**config.mk**
```make
export PLATFORM = sky130hd
export DESIGN_NAME = ubt_top
export DESIGN_NICKNAME = d
export VERILOG_FILES = /design/src/rtl/ubt_pkg.sv /design/src/rtl/ubt_rate_gen.sv /design/src/rtl/ubt_top.sv
export SDC_FILE = /design/constraint.sdc
export NUM_CORES = 1
export LEC_CHECK = 0
export ABC_AREA = 1
export BUFFER_PORTS_ARGS = -buffer_cell sky130_fd_sc_hd__buf_2
export CAP_MARGIN = 10
export CORE_MARGIN = 3
export CORE_UTILIZATION = 30
export CTS_CLUSTER_SIZE = 12
export DETAILED_ROUTE_END_ITERATION = 6
export PLACE_DENSITY = 0.54
export SLEW_MARGIN = 20
export SYNTH_ARGS = -nofsm -noshare
export SYNTH_HDL_FRONTEND = slang
export SYNTH_SLANG_ARGS = --single-unit
export TNS_END_PERCENT = 20
```
**constraint.sdc**
```tcl
create_clock -name clock -period 4 [get_ports clock]
set_input_delay 0.2 -clock clock [delete_from_list [all_inputs] [get_ports clock]]
set_output_delay 0.2 -clock clock [all_outputs]
set_load 0.01 [all_outputs]
```
**src/rtl/ubt_pkg.sv**
```systemverilog
// Shared constants, types and bit-length lookup for the serial bit-timing block
package ubt_pkg;

  // ------------------------------------------------------------
  // Register map
  // ------------------------------------------------------------
  localparam int ADDR_W = 5;
  localparam logic [4:0] OFS_CTRL = 5'h00;
  localparam logic [4:0] OFS_DIV = 5'h04;
  localparam logic [4:0] OFS_TXD = 5'h08;
  localparam logic [4:0] OFS_RXD = 5'h0c;
  localparam logic [4:0] OFS_STAT = 5'h10;
  localparam int CTRL_TX_EN = 0;
  localparam int CTRL_RX_EN = 1;
  localparam int CTRL_PAR = 2;
  localparam int CTRL_STOP2 = 3;
  localparam int CTRL_SRC_LO = 4;
  localparam int CTRL_FA_LO = 8;
  localparam int STAT_RX_RDY = 0;
  localparam int STAT_FERR = 1;
  localparam int STAT_PERR = 2;
  localparam int STAT_TX_BUSY = 3;
  localparam int STAT_RX_BUSY = 4;
  localparam logic [7:0] DIV_RESET = 8'h00;
  localparam logic [1:0] RESP_OKAY = 2'h0;
  localparam logic [1:0] RESP_SLVERR = 2'h2;

  // ------------------------------------------------------------
  // Bit timing
  // ------------------------------------------------------------
  localparam logic [2:0] FA_16 = 3'h0;
  localparam logic [2:0] FA_16_17 = 3'h1;
  localparam logic [2:0] FA_15 = 3'h2;
  localparam logic [2:0] FA_15_16 = 3'h3;
  localparam logic [2:0] FA_17 = 3'h4;
  localparam logic [4:0] RT_TOP_15 = 5'h0e;
  localparam logic [4:0] RT_TOP_16 = 5'h0f;
  localparam logic [4:0] RT_TOP_17 = 5'h10;
  localparam logic [4:0] RT_SAMPLE_HI = 5'h08;
  localparam logic [4:0] RT_SAMPLE_LO = 5'h06;
  localparam logic [4:0] RT_END = 5'h00;
  localparam logic [3:0] POS_START = 4'h0;
  localparam logic [3:0] POS_DATA_LAST = 4'h8;
  localparam logic [3:0] POS_PARITY = 4'h9;

  typedef struct packed {
    logic [2:0] fine_adjust;
    logic [1:0] source_sel;
    logic stop_two;
    logic parity_en;
    logic rx_en;
    logic tx_en;
  } ubt_cfg_type;

  // Starting sub-bit index of a bit; odd frame positions take the longer count
  function automatic logic [4:0] ubt_bit_top(input logic [2:0] code, input logic odd);
    case (code)
      FA_16_17: ubt_bit_top = odd ? RT_TOP_17 : RT_TOP_16;
      FA_15: ubt_bit_top = RT_TOP_15;
      FA_15_16: ubt_bit_top = odd ? RT_TOP_16 : RT_TOP_15;
      FA_17: ubt_bit_top = RT_TOP_17;
      default: ubt_bit_top = RT_TOP_16;
    endcase
  endfunction

endpackage

```
**src/rtl/ubt_rate_gen.sv**
```systemverilog
// Source prescaler and divisor counter producing the sub-bit clock enable
`timescale 1ns/1ps
module ubt_rate_gen #(
  parameter int DIV_W = 8
) (
  // Clock and reset
  input wire logic clock,
  input wire logic srst,
  // Configuration
  input wire logic [1:0] source_sel,
  input wire logic [DIV_W-1:0] rate_divisor,
  // Enable out
  output logic sub_bit_tick
);
  import ubt_pkg::*;

  logic [2:0] pre_reg;
  logic [DIV_W-1:0] cnt_reg;
  logic [2:0] src_mask;
  logic src_tick;
  logic wrap;

  // Source 0 is the core clock, 1..3 divide it by 2, 4 and 8
  assign src_mask = (source_sel == 2'h0) ? 3'h0 :
                    (source_sel == 2'h1) ? 3'h1 :
                    (source_sel == 2'h2) ? 3'h3 : 3'h7;
  assign src_tick = ((pre_reg & src_mask) == src_mask);
  assign wrap = src_tick && (cnt_reg >= rate_divisor);

  always_ff @(posedge clock)
  begin
    if (srst)
    begin
      pre_reg <= 3'h0;
      cnt_reg <= '0;
      sub_bit_tick <= 1'b0;
    end
    else
    begin
      pre_reg <= pre_reg + 3'h1;
      sub_bit_tick <= wrap;
      if (wrap)
        cnt_reg <= '0;
      else if (src_tick)
        cnt_reg <= cnt_reg + DIV_W'(1);
    end
  end
endmodule

```
**src/rtl/ubt_top.sv**
```systemverilog
// Serial port bit timing, transmitter and majority-vote receiver behind AXI4-Lite
//
// Implementation choices: the register offsets and the AXI4-Lite interface to the registers.
`timescale 1ns/1ps
module ubt_top #(
  parameter int DIV_W = 8
) (
  // Clock and reset
  input wire logic clock,
  input wire logic srst,
  // AXI4-Lite write address and data
  input wire logic [ubt_pkg::ADDR_W-1:0] s_axi_awaddr,
  input wire logic s_axi_awvalid,
  output logic s_axi_awready,
  input wire logic [31:0] s_axi_wdata,
  input wire logic [3:0] s_axi_wstrb,
  input wire logic s_axi_wvalid,
  output logic s_axi_wready,
  // AXI4-Lite write response
  output logic [1:0] s_axi_bresp,
  output logic s_axi_bvalid,
  input wire logic s_axi_bready,
  // AXI4-Lite read
  input wire logic [ubt_pkg::ADDR_W-1:0] s_axi_araddr,
  input wire logic s_axi_arvalid,
  output logic s_axi_arready,
  output logic [31:0] s_axi_rdata,
  output logic [1:0] s_axi_rresp,
  output logic s_axi_rvalid,
  input wire logic s_axi_rready,
  // Serial link
  input wire logic serial_receive_input,
  output logic serial_transmit_output,
  // Event out
  output logic frame_error_req
);
  import ubt_pkg::*;

  // ------------------------------------------------------------
  // Bus slave
  // ------------------------------------------------------------
  ubt_cfg_type cfg_reg;
  logic [DIV_W-1:0] rate_divisor;
  logic aw_full_reg;
  logic w_full_reg;
  logic [ADDR_W-1:0] aw_addr_reg;
  logic [31:0] w_data_reg;
  logic [3:0] w_strb_reg;
  logic [7:0] rx_data_reg;
  logic rx_ready_reg;
  logic ferr_reg;
  logic perr_reg;
  logic tx_busy_reg;
  logic rx_busy_reg;

  logic aw_take;
  logic w_take;
  logic ar_take;
  logic wr_do;
  logic [ADDR_W-1:0] wr_addr;
  logic [ADDR_W-1:0] rd_addr;
  logic wr_hit_ctrl;
  logic wr_hit_div;
  logic wr_hit_txd;
  logic wr_mapped;
  logic rd_mapped;
  logic [31:0] wr_mask;
  logic [31:0] ctrl_word;
  logic [31:0] ctrl_new;
  logic [31:0] div_new;
  logic [31:0] stat_word;
  logic [31:0] rd_word;
  logic rx_clear;
  logic tx_start;

  assign aw_take = s_axi_awvalid && s_axi_awready;
  assign w_take = s_axi_wvalid && s_axi_wready;
  assign ar_take = s_axi_arvalid && s_axi_arready;
  assign wr_do = aw_full_reg && w_full_reg && !s_axi_bvalid;
  assign wr_addr = {aw_addr_reg[ADDR_W-1:2], 2'h0};
  assign rd_addr = {s_axi_araddr[ADDR_W-1:2], 2'h0};
  assign wr_hit_ctrl = (wr_addr == OFS_CTRL);
  assign wr_hit_div = (wr_addr == OFS_DIV);
  assign wr_hit_txd = (wr_addr == OFS_TXD);
  assign wr_mapped = wr_hit_ctrl || wr_hit_div || wr_hit_txd;
  assign rd_mapped = (rd_addr <= OFS_STAT);
  assign wr_mask = {{8{w_strb_reg[3]}}, {8{w_strb_reg[2]}}, {8{w_strb_reg[1]}},
                    {8{w_strb_reg[0]}}};
  assign ctrl_word = {21'h0, cfg_reg.fine_adjust, 2'h0, cfg_reg.source_sel,
                      cfg_reg.stop_two, cfg_reg.parity_en, cfg_reg.rx_en, cfg_reg.tx_en};
  assign ctrl_new = (ctrl_word & ~wr_mask) | (w_data_reg & wr_mask);
  assign div_new = ({{(32-DIV_W){1'b0}}, rate_divisor} & ~wr_mask) | (w_data_reg & wr_mask);
  assign stat_word = {27'h0, rx_busy_reg, tx_busy_reg, perr_reg, ferr_reg, rx_ready_reg};
  assign rd_word = (rd_addr == OFS_CTRL) ? ctrl_word :
                   (rd_addr == OFS_DIV) ? {{(32-DIV_W){1'b0}}, rate_divisor} :
                   (rd_addr == OFS_RXD) ? {24'h0, rx_data_reg} :
                   (rd_addr == OFS_STAT) ? stat_word : 32'h0;
  // Reading received data consumes it together with its error flags
  assign rx_clear = ar_take && (rd_addr == OFS_RXD);
  // A data write while the shifter is busy or disabled is dropped
  assign tx_start = wr_do && wr_hit_txd && w_strb_reg[0] && cfg_reg.tx_en && !tx_busy_reg;

  always_ff @(posedge clock)
  begin
    if (srst)
    begin
      s_axi_awready <= 1'b0;
      s_axi_wready <= 1'b0;
      aw_full_reg <= 1'b0;
      w_full_reg <= 1'b0;
      aw_addr_reg <= '0;
      w_data_reg <= 32'h0;
      w_strb_reg <= 4'h0;
      s_axi_bvalid <= 1'b0;
      s_axi_bresp <= RESP_OKAY;
    end
    else
    begin
      s_axi_awready <= !aw_take && !aw_full_reg && !s_axi_bvalid;
      s_axi_wready <= !w_take && !w_full_reg && !s_axi_bvalid;
      if (aw_take)
      begin
        aw_full_reg <= 1'b1;
        aw_addr_reg <= s_axi_awaddr;
      end
      if (w_take)
      begin
        w_full_reg <= 1'b1;
        w_data_reg <= s_axi_wdata;
        w_strb_reg <= s_axi_wstrb;
      end
      if (wr_do)
      begin
        aw_full_reg <= 1'b0;
        w_full_reg <= 1'b0;
        s_axi_bvalid <= 1'b1;
        s_axi_bresp <= wr_mapped ? RESP_OKAY : RESP_SLVERR;
      end
      else if (s_axi_bready)
        s_axi_bvalid <= 1'b0;
    end
  end

  always_ff @(posedge clock)
  begin
    if (srst)
    begin
      cfg_reg <= '0;
      rate_divisor <= DIV_RESET;
    end
    else if (wr_do && wr_hit_ctrl)
    begin
      cfg_reg.tx_en <= ctrl_new[CTRL_TX_EN];
      cfg_reg.rx_en <= ctrl_new[CTRL_RX_EN];
      cfg_reg.parity_en <= ctrl_new[CTRL_PAR];
      cfg_reg.stop_two <= ctrl_new[CTRL_STOP2];
      cfg_reg.source_sel <= ctrl_new[CTRL_SRC_LO +: 2];
      cfg_reg.fine_adjust <= ctrl_new[CTRL_FA_LO +: 3];
    end
    else if (wr_do && wr_hit_div)
      rate_divisor <= div_new[DIV_W-1:0];
  end

  always_ff @(posedge clock)
  begin
    if (srst)
    begin
      s_axi_arready <= 1'b0;
      s_axi_rvalid <= 1'b0;
      s_axi_rdata <= 32'h0;
      s_axi_rresp <= RESP_OKAY;
    end
    else
    begin
      s_axi_arready <= !ar_take && !s_axi_rvalid;
      if (ar_take)
      begin
        s_axi_rvalid <= 1'b1;
        s_axi_rdata <= rd_word;
        s_axi_rresp <= rd_mapped ? RESP_OKAY : RESP_SLVERR;
      end
      else if (s_axi_rready)
        s_axi_rvalid <= 1'b0;
    end
  end

  // ------------------------------------------------------------
  // Sub-bit clock
  // ------------------------------------------------------------
  logic sub_bit_tick;

  ubt_rate_gen #(
    .DIV_W(DIV_W)
  ) u_rate (
    .clock(clock),
    .srst(srst),
    .source_sel(cfg_reg.source_sel),
    .rate_divisor(rate_divisor),
    .sub_bit_tick(sub_bit_tick)
  );

  // ------------------------------------------------------------
  // Transmitter
  // ------------------------------------------------------------
  logic [3:0] tx_pos_reg;
  logic [4:0] tx_rt_reg;
  logic [7:0] tx_data_reg;
  logic [3:0] tx_pos_next;
  logic [3:0] tx_last;
  logic tx_bit_next;

  assign tx_pos_next = tx_pos_reg + 4'h1;
  assign tx_last = POS_PARITY + {3'h0, cfg_reg.parity_en} + {3'h0, cfg_reg.stop_two};
  // Data LSB first, then even parity, then stop level
  assign tx_bit_next = (tx_pos_next <= POS_DATA_LAST) ?
                       tx_data_reg[3'(tx_pos_next - 4'h1)] :
                       (tx_pos_next == POS_PARITY && cfg_reg.parity_en) ?
                       ^tx_data_reg : 1'b1;

  always_ff @(posedge clock)
  begin
    if (srst)
    begin
      tx_busy_reg <= 1'b0;
      tx_pos_reg <= POS_START;
      tx_rt_reg <= RT_END;
      tx_data_reg <= 8'h0;
      serial_transmit_output <= 1'b1;
    end
    else if (tx_start)
    begin
      tx_busy_reg <= 1'b1;
      tx_pos_reg <= POS_START;
      tx_rt_reg <= ubt_bit_top(cfg_reg.fine_adjust, 1'b0);
      tx_data_reg <= w_data_reg[7:0];
      serial_transmit_output <= 1'b0;
    end
    else if (tx_busy_reg && sub_bit_tick)
    begin
      if (tx_rt_reg != RT_END)
        tx_rt_reg <= tx_rt_reg - 5'h1;
      else if (tx_pos_reg == tx_last)
      begin
        tx_busy_reg <= 1'b0;
        serial_transmit_output <= 1'b1;
      end
      else
      begin
        tx_pos_reg <= tx_pos_next;
        tx_rt_reg <= ubt_bit_top(cfg_reg.fine_adjust, tx_pos_next[0]);
        serial_transmit_output <= tx_bit_next;
      end
    end
  end

  // ------------------------------------------------------------
  // Receiver
  // ------------------------------------------------------------
  logic rx_prev_reg;
  logic [3:0] rx_pos_reg;
  logic [4:0] rx_rt_reg;
  logic [2:0] vote_reg;
  logic [7:0] rx_shift_reg;
  logic rx_ferr_reg;
  logic rx_perr_reg;
  logic rx_fall;
  logic in_window;
  logic bit_end;
  logic vote;
  logic [3:0] rx_pos_next;
  logic [3:0] rx_last;
  logic is_stop;
  logic is_parity;
  logic deliver;

  assign rx_fall = rx_prev_reg && !serial_receive_input;
  assign in_window = (rx_rt_reg <= RT_SAMPLE_HI) && (rx_rt_reg >= RT_SAMPLE_LO);
  assign bit_end = rx_busy_reg && sub_bit_tick && (rx_rt_reg == RT_END);
  assign vote = (vote_reg[0] & vote_reg[1]) | (vote_reg[0] & vote_reg[2]) |
                (vote_reg[1] & vote_reg[2]);
  assign rx_pos_next = rx_pos_reg + 4'h1;
  assign rx_last = POS_PARITY + {3'h0, cfg_reg.parity_en} + {3'h0, cfg_reg.stop_two};
  assign is_parity = cfg_reg.parity_en && (rx_pos_reg == POS_PARITY);
  assign is_stop = (rx_pos_reg > POS_DATA_LAST) && !is_parity;
  assign deliver = bit_end && (rx_pos_reg == rx_last);

  always_ff @(posedge clock)
  begin
    if (srst)
    begin
      rx_prev_reg <= 1'b1;
      rx_busy_reg <= 1'b0;
      rx_pos_reg <= POS_START;
      rx_rt_reg <= RT_END;
      vote_reg <= 3'h0;
      rx_shift_reg <= 8'h0;
      rx_ferr_reg <= 1'b0;
      rx_perr_reg <= 1'b0;
    end
    else
    begin
      rx_prev_reg <= serial_receive_input;
      if (!rx_busy_reg)
      begin
        if (cfg_reg.rx_en && rx_fall)
        begin
          rx_busy_reg <= 1'b1;
          rx_pos_reg <= POS_START;
          rx_rt_reg <= ubt_bit_top(cfg_reg.fine_adjust, 1'b0);
          rx_ferr_reg <= 1'b0;
          rx_perr_reg <= 1'b0;
        end
      end
      else if (sub_bit_tick)
      begin
        if (in_window)
          vote_reg <= {vote_reg[1:0], serial_receive_input};
        if (rx_rt_reg != RT_END)
          rx_rt_reg <= rx_rt_reg - 5'h1;
        else if ((rx_pos_reg == POS_START && vote) || rx_pos_reg == rx_last)
          rx_busy_reg <= 1'b0;
        else
        begin
          rx_pos_reg <= rx_pos_next;
          rx_rt_reg <= ubt_bit_top(cfg_reg.fine_adjust, rx_pos_next[0]);
        end
        if (bit_end && rx_pos_reg != POS_START && rx_pos_reg <= POS_DATA_LAST)
          rx_shift_reg <= {vote, rx_shift_reg[7:1]};
        if (bit_end && is_parity)
          rx_perr_reg <= vote ^ (^rx_shift_reg);
        if (bit_end && is_stop && !vote)
          rx_ferr_reg <= 1'b1;
      end
    end
  end

  // Flags set by a completed frame win over a clearing read in the same cycle
  always_ff @(posedge clock)
  begin
    if (srst)
    begin
      rx_data_reg <= 8'h0;
      rx_ready_reg <= 1'b0;
      ferr_reg <= 1'b0;
      perr_reg <= 1'b0;
      frame_error_req <= 1'b0;
    end
    else
    begin
      frame_error_req <= deliver && (rx_ferr_reg || (is_stop && !vote));
      if (deliver)
      begin
        rx_data_reg <= rx_shift_reg;
        rx_ready_reg <= 1'b1;
        ferr_reg <= rx_ferr_reg || (is_stop && !vote);
        perr_reg <= rx_perr_reg;
      end
      else if (rx_clear)
      begin
        rx_ready_reg <= 1'b0;
        ferr_reg <= 1'b0;
        perr_reg <= 1'b0;
      end
    end
  end
endmodule

```
==> results.sh, run 1 <==
export IMPL_status="complete, no violations"
export IMPL_endpoint_kind="register"
export IMPL_synth_seq_cells=120
export IMPL_yosys_area_top_type="dfxtp_1"
export IMPL_grt_pass1_wl_mm=24.5
export IMPL_io_pins=97
export IMPL_nFillCells=2119
export IMPL_clockBufferDepth=2
export IMPL_area_delta_synth_final_pct=15.0
export IMPL_tightest_slew_ns=0.952
export IMPL_start_kind="register"
export IMPL_vias_per_cell=4.49
export IMPL_cts_resized=0
export IMPL_cp_startpoint="tx_pos_reg[0]"
export IMPL_r2r_start="tx_pos_reg[0]"
export IMPL_drive_gt1_share_pct=11.4
export IMPL_synth_edf_count=0
export IMPL_htree_levels=4
export IMPL_synth_warnings=0
export IMPL_fin_skew_ns=0.00867
export IMPL_setup_viol=0
export IMPL_hold_path_class="input pin to register"
export IMPL_via_count=5323
export IMPL_p_leak_nw=3.02
export IMPL_cts_tree="yes"
export IMPL_critPathKind="register to register"
export IMPL_placement_io_buffers=46
export IMPL_routabilityCongestion=0.802
export IMPL_drtIter0Drc=271
export IMPL_synth_most_common_cell="nand2_1"
export IMPL_grt_use_total_pct=14.0
export IMPL_tns_ns=0
export IMPL_clkSinkCount=120
export IMPL_rsz0062_at_grt="false"
export IMPL_p_sw_share_pct=23.4
export IMPL_rows=51
export IMPL_p_comb_share_pct=4.6
export IMPL_netlist_area_um2=6060
export IMPL_route_detailed_drc=0
export IMPL_power_density_nw_per_um2=399
export IMPL_avgRoutedWirePerCell_um=12.7
export IMPL_core_area_um2=19700
export IMPL_crit_fanout=8
export IMPL_die_x_um=148
export IMPL_grt_max_degree=63
export IMPL_die_height_um=148
export IMPL_hpwl_mm=11.1
export IMPL_firstDrtPassIters=4
export IMPL_antenna_found_initial=0
export IMPL_hp_start="s_axi_rready"
export IMPL_syn_avg_cell_area_um2=6.98
export IMPL_cap_violations=0
export IMPL_arrival_ns=2.39
export IMPL_clk_pin_slew_worst_paths_ns=0.06
export IMPL_layout_nets=984
export IMPL_p_int_w=0.00213
export IMPL_syn_inst=868
export IMPL_async_flop_share_pct=0
export IMPL_synth_area_leaders="dfxtp_1 40%, nand2_1 11%, nor2_1 7.7%"
export IMPL_initial_core_util_pct=30.8
export IMPL_finalHoldViolCount=0
export IMPL_ys_flop_type="dfxtp_1"
export IMPL_drv_slew=0
export IMPL_finalWirelength_mm=15.1
export IMPL_cts_hold_buf=0
export IMPL_critPathRequiredTime_ns=4.28
export IMPL_yosysUniqueCellTypes=41
export IMPL_switchingPower_w=0.000650
export IMPL_max_freq_ghz=0.474
export IMPL_overflow=0
export IMPL_die_area_um2=21900
export IMPL_netlist_top_cells_count="185 x nand2_1, 124 x nor2_1, 120 x dfxtp_1"
export IMPL_grt_pass1_vias=4937
export IMPL_cts_buffers=17
export IMPL_clkPwrFrac_pct=50.8
export IMPL_fin_crit_sh_pct=52.7
export IMPL_antenna_left=0
export IMPL_slew_headroom_pct=36.4
export IMPL_timing_hold_ws_ns=0.0202
export IMPL_postCtsSetupBuffers=0
export IMPL_seq_area_frac_synth_pct=39.6
export IMPL_synth_top_area_share_pct=39.6
export IMPL_seqPwrFrac_pct=44.6
export IMPL_antennaDiodeCount=0
export IMPL_min_period_ns=2.11
export IMPL_clk_latency_ns=0.42
export IMPL_ir_drop_uv=302
export IMPL_clockRootBuffer="clkbuf_16"
-- power by group through the flow --
stage	registers [W]	clock network [W]	logic, W
after detailed placement	0.00127	0	0.000129
after global routing	0.00124	0.00149	0.000148
final	0.00124	0.00141	0.000129
after floorplan	0.00126	0	0.000101
after global placement	0.00127	0	0.000129
after CTS	0.00124	0.00144	0.000130
-- cell families (layout without fill, tap and decap cells) --
logic type	Yosys count	count (layout)	share of synthesized area [%]
compound gates	188	188	17.0
xor+xnor	16	16	2.31
fa+ha+maj	20	20	4.13
buf+inv	143	173	10.6
flops	120	120	39.6
other cells	1	23	0.0619
simple gates	380	380	26.3
-- layout by cell type (no fill, tap or decap), types with 2 or more instances in the layout --
cell and count:
nand2_2 2, buf_2 46, o21ai_2 2, xor2_1 9, clkbuf_16 17, clkbuf_8 2, nand4_1 7, a21oi_1 77
nor4_1 2, o21ai_0 75, o211ai_1 7, a21oi_2 4, a2111oi_0 3, ha_1 20, o21ai_1 4, nor2_4 2
o22ai_1 2, clkinvlp_4 2, a22oi_1 5, nor2_2 3, o21a_1 2, xnor2_1 7, inv_2 6, clkinv_2 5
dfxtp_1 120, a31oi_1 2, inv_1 90, a21boi_1 2, nand2_1 185, nor3_1 4, nor2_1 124, or2_2 7
conb_1 23, nand3_1 40
-- final timing paths --
check | to | slack, ns | cells after the start
hold reg to reg | frame_error_req | 0.45 | 2
hold / removal | s_axi_rvalid | 0.02 | 4
setup reg to reg | serial_transmit_output | 1.89 | 11
setup / recovery | serial_transmit_output | 1.89 | 11
-- metal layers --
layer	share of wire (%)	vias to the layer above	GRT usage, %
met5	0	-	0
met4	1.6	0	5.27
met3	2.7	18	2.59
met2	48	55	23.2
met1	48	2400	18.1
li1	-	2850	-
-- worst max-delay path, stage by stage (launching register included) --
cell,delay [ns]
dfxtp_1,0.48
clkinv_1,0.32
ha_1,0.45
inv_1,0.10
a21oi_1,0.12
o21ai_0,0.10
nand3_1,0.08
nand3_1,0.07
nand2_1,0.08
nand2_1,0.05
nand2_1,0.07
nand2_1,0.04
-- per-stage QoR --
| stage | util (%) | std cells | cell area, um2 | total power [W] | setup slack, ns |
|---|---|---|---|---|---|
| after floorplan | - | 890 | 6140 | 0.00136 | 2.30 |
| after global placement | 32.7 | 1156 | 6430 | 0.00139 | 1.84 |
| after CTS | 35.5 | 1185 | 6970 | 0.00281 | 1.89 |
| after global routing | 35.5 | 1185 | 6970 | 0.00288 | 1.69 |
| final | 35.5 | 1185 | 6970 | 0.00278 | 1.89 |
| after detailed placement | 32.7 | 1156 | 6430 | 0.00140 | 1.84 |
-- area by class of cell --
cell class              count  area (um2)  share of cell area [%]
multi-input cells         627        3100                    44.4
well taps                 265         332                    4.76
repair buffers             47         238                    3.41
clock buffers              20         457                    6.55
inverters                  97         364                    5.23
clock inverters             9        78.8                    1.13
flip-flops and latches    120        2400                    34.5
No activity file was read; power rests on OpenSTA's default activity.
==> inputs of run 2 (changes only) <==
--- a/config.mk
+++ b/config.mk
@@ -12,7 +12,7 @@
 export CORE_UTILIZATION = 30
 export CTS_CLUSTER_SIZE = 12
 export DETAILED_ROUTE_END_ITERATION = 6
-export PLACE_DENSITY = 0.54
+export PLACE_DENSITY = 0.55
 export SLEW_MARGIN = 20
 export SYNTH_ARGS = -nofsm -noshare
 export SYNTH_HDL_FRONTEND = slang
==> constraint.sdc (replaced) <==
create_clock -name clock -period 1.8 [get_ports clock]
set_input_delay 0.09 -clock clock [delete_from_list [all_inputs] [get_ports clock]]
set_output_delay 0.09 -clock clock [all_outputs]
set_load 0.01 [all_outputs]
==> run 2 against run 1 <==
Compared with the run above:
- critical path depth decreased by 3
- clock power increased to 2.7 times the previous value
- clock skew decreased by 0.0025 ns
- register-to-register slack got worse by 1.7 ns
- non-clock buffer count increased by 49
- hold slack improved by 0.053 ns
- sequential share of layout area decreased by 2.7 points
- sequential power increased by 120%
- total power increased by 150%
- utilization increased by 3.0 points
- highest routed layer unchanged
==> results.sh, run 2 (synthesis gave the netlist of run 1 again) <==
export IMPL_p_total_w=0.00685
export IMPL_grt_pass1_vias=5136
export IMPL_worst_path_buf_inv=2
export IMPL_dp_slack_ns=0.0643
export IMPL_p_leak_nw=3.31
export IMPL_area_delta_synth_final_pct=24.9
export IMPL_cts_tree="yes"
export IMPL_seqPwrFrac_pct=40.2
export IMPL_antenna_found_initial=0
export IMPL_arrival_ns=1.95
export IMPL_final_common_cell="nand2_1"
export IMPL_fin_crit_sh_pct=91.5
export IMPL_avgRoutedWirePerCell_um=12.5
export IMPL_clockRootBuffer="clkbuf_16"
export IMPL_initial_core_util_pct=30.8
export IMPL_drtIter0Drc=233
export IMPL_grt_pass1_wl_mm=25.2
export IMPL_slew_headroom_pct=61.5
export IMPL_die_area_um2=21900
export IMPL_layout_common_cells="180 x nand2_1, 122 x nor2_1, 118 x dfxtp_1"
export IMPL_cap_violations=0
export IMPL_cts_buffers=17
export IMPL_die_x_um=148
export IMPL_endpoint_kind="register"
export IMPL_status="complete, no violations"
export IMPL_layout_nets=1033
export IMPL_p_int_w=0.00537
export IMPL_fin_skew_ns=0.00621
export IMPL_clkPwrFrac_pct=54.9
export IMPL_slowest_stage="dfxtp_1"
export IMPL_placement_io_buffers=46
export IMPL_hold_path_class="input pin to register"
export IMPL_setup_viol=0
export IMPL_clkSinkCount=120
export IMPL_grt_use_total_pct=14.4
export IMPL_finalWirelength_mm=15.5
export IMPL_crit_chain="inv_1 > ha_2 > nand3_4 > nor2_4 > nand3_1 > buf_4 > o21ai_0 > a21oi_1"
export IMPL_antenna_left=0
export IMPL_firstDrtPassIters=4
export IMPL_core_area_um2=19700
export IMPL_rows=51
export IMPL_critPathKind="register to register"
export IMPL_rsz0062_at_grt="true"
export IMPL_grt_max_degree=63
export IMPL_clk_pin_slew_worst_paths_ns=0.06
export IMPL_timing_hold_ws_ns=0.0732
export IMPL_clockBufferDepth=2
export IMPL_crit_fanout=10
export IMPL_setup_ws_ns=0.153
export IMPL_drive_gt1_share_pct=15.4
export IMPL_via_count=5554
export IMPL_critical_path_max_stage_delay_ns=0.33
export IMPL_ir_drop_uv=654
export IMPL_overflow=0
export IMPL_max_freq_ghz=0.607
export IMPL_finalHoldViolCount=0
export IMPL_tightest_slew_ns=0.577
export IMPL_min_period_ns=1.65
export IMPL_hpwl_mm=11.3
export IMPL_switchingPower_w=0.00148
export IMPL_io_pins=97
export IMPL_antennaDiodeCount=0
export IMPL_clk_latency_ns=0.42
export IMPL_critPathRequiredTime_ns=2.10
export IMPL_routabilityCongestion=0.782
export IMPL_power_density_nw_per_um2=905
export IMPL_htree_levels=4
export IMPL_p_comb_share_pct=4.9
export IMPL_cpLargestDelayFamily="simple AND/OR/NAND/NOR gates"
export IMPL_drv_slew=0
export IMPL_route_detailed_drc=0
export IMPL_start_kind="register"
export IMPL_die_height_um=148
export IMPL_vias_per_cell=4.49
export IMPL_p_sw_share_pct=21.6
run 2: cell count changes in the layout (fill, tap and decap cells not counted), sizes merged:
cell,delta
buf,+29
bufinv,+4
dlygate4sd3,+20
clkinv,-1
run 2: power groups by stage:
stage / clock, W / combinational (W) / sequential, W
2_1_floorplan: 0 / 0.000224 / 0.00281
3_3_place_gp: 0 / 0.000303 / 0.00281
3_5_place_dp: 0 / 0.000304 / 0.00281
4_1_cts: 0.00385 / 0.000339 / 0.00275
5_1_grt: 0.00396 / 0.000381 / 0.00276
6_report: 0.00376 / 0.000336 / 0.00275
run 2: worst reg2reg max path: stages, from the launching register on:
cell     delay (ns)
dfxtp_1        0.33
inv_1          0.13
ha_2           0.24
nand3_4        0.12
nor2_4         0.14
nand3_1        0.15
buf_4          0.20
o21ai_0        0.16
a21oi_1        0.06
run 2: what timing repair did:
item / 4_1_cts / 5_1_grt
hold buffers: 20 / 0
setup buffers: 0 / 2
endpoints found under the setup margin: 0 / 33
gates resized for setup: 0 / 21
hold endpoints to repair: 21 / 0
run 2: final timing paths:
path	start	end	slack, ns	depth (start not counted)
setup / recovery	rx_rt_reg[1]	rx_shift_reg[5]	0.15	8
hold / removal	srst	w_data_reg[4]	0.07	4
setup reg to reg	rx_rt_reg[1]	rx_shift_reg[5]	0.15	8
hold reg to reg	s_axi_rdata[6]	s_axi_rdata[6]	0.46	2
run 2: layout make-up:
class / count / area (um2)
timing repair buffer: 96 / 676
clock buffer: 20 / 457
clock inverter: 12 / 198
multi-input combinational: 627 / 3140
tap: 265 / 332
sequential: 120 / 2400
fill: 2092 / 12100
inverter: 97 / 364
run 2: metal layers:
| layer | GRT usage (%) | wire, um | up-vias | share of wire (%) |
|---|---|---|---|---|
| met5 | 0 | 0 | - | 0 |
| met4 | 5.68 | 348 | 0 | 2.3 |
| met3 | 3.44 | 532 | 27 | 3.4 |
| met2 | 24.6 | 7430 | 87 | 48 |
| met1 | 17.6 | 7150 | 2492 | 46 |
| li1 | - | - | 2948 | - |
run 2: per-stage QoR:
step	util, %	area (um2)	setup TNS, ns	cells
6_report	38.5	7570	0	1237
2_1_floorplan	-	6140	0	890
4_1_cts	38.2	7500	0	1235
5_1_grt	38.5	7570	-0.00504	1237
3_3_place_gp	33.8	6650	0	1183
3_5_place_dp	33.8	6650	0	1183
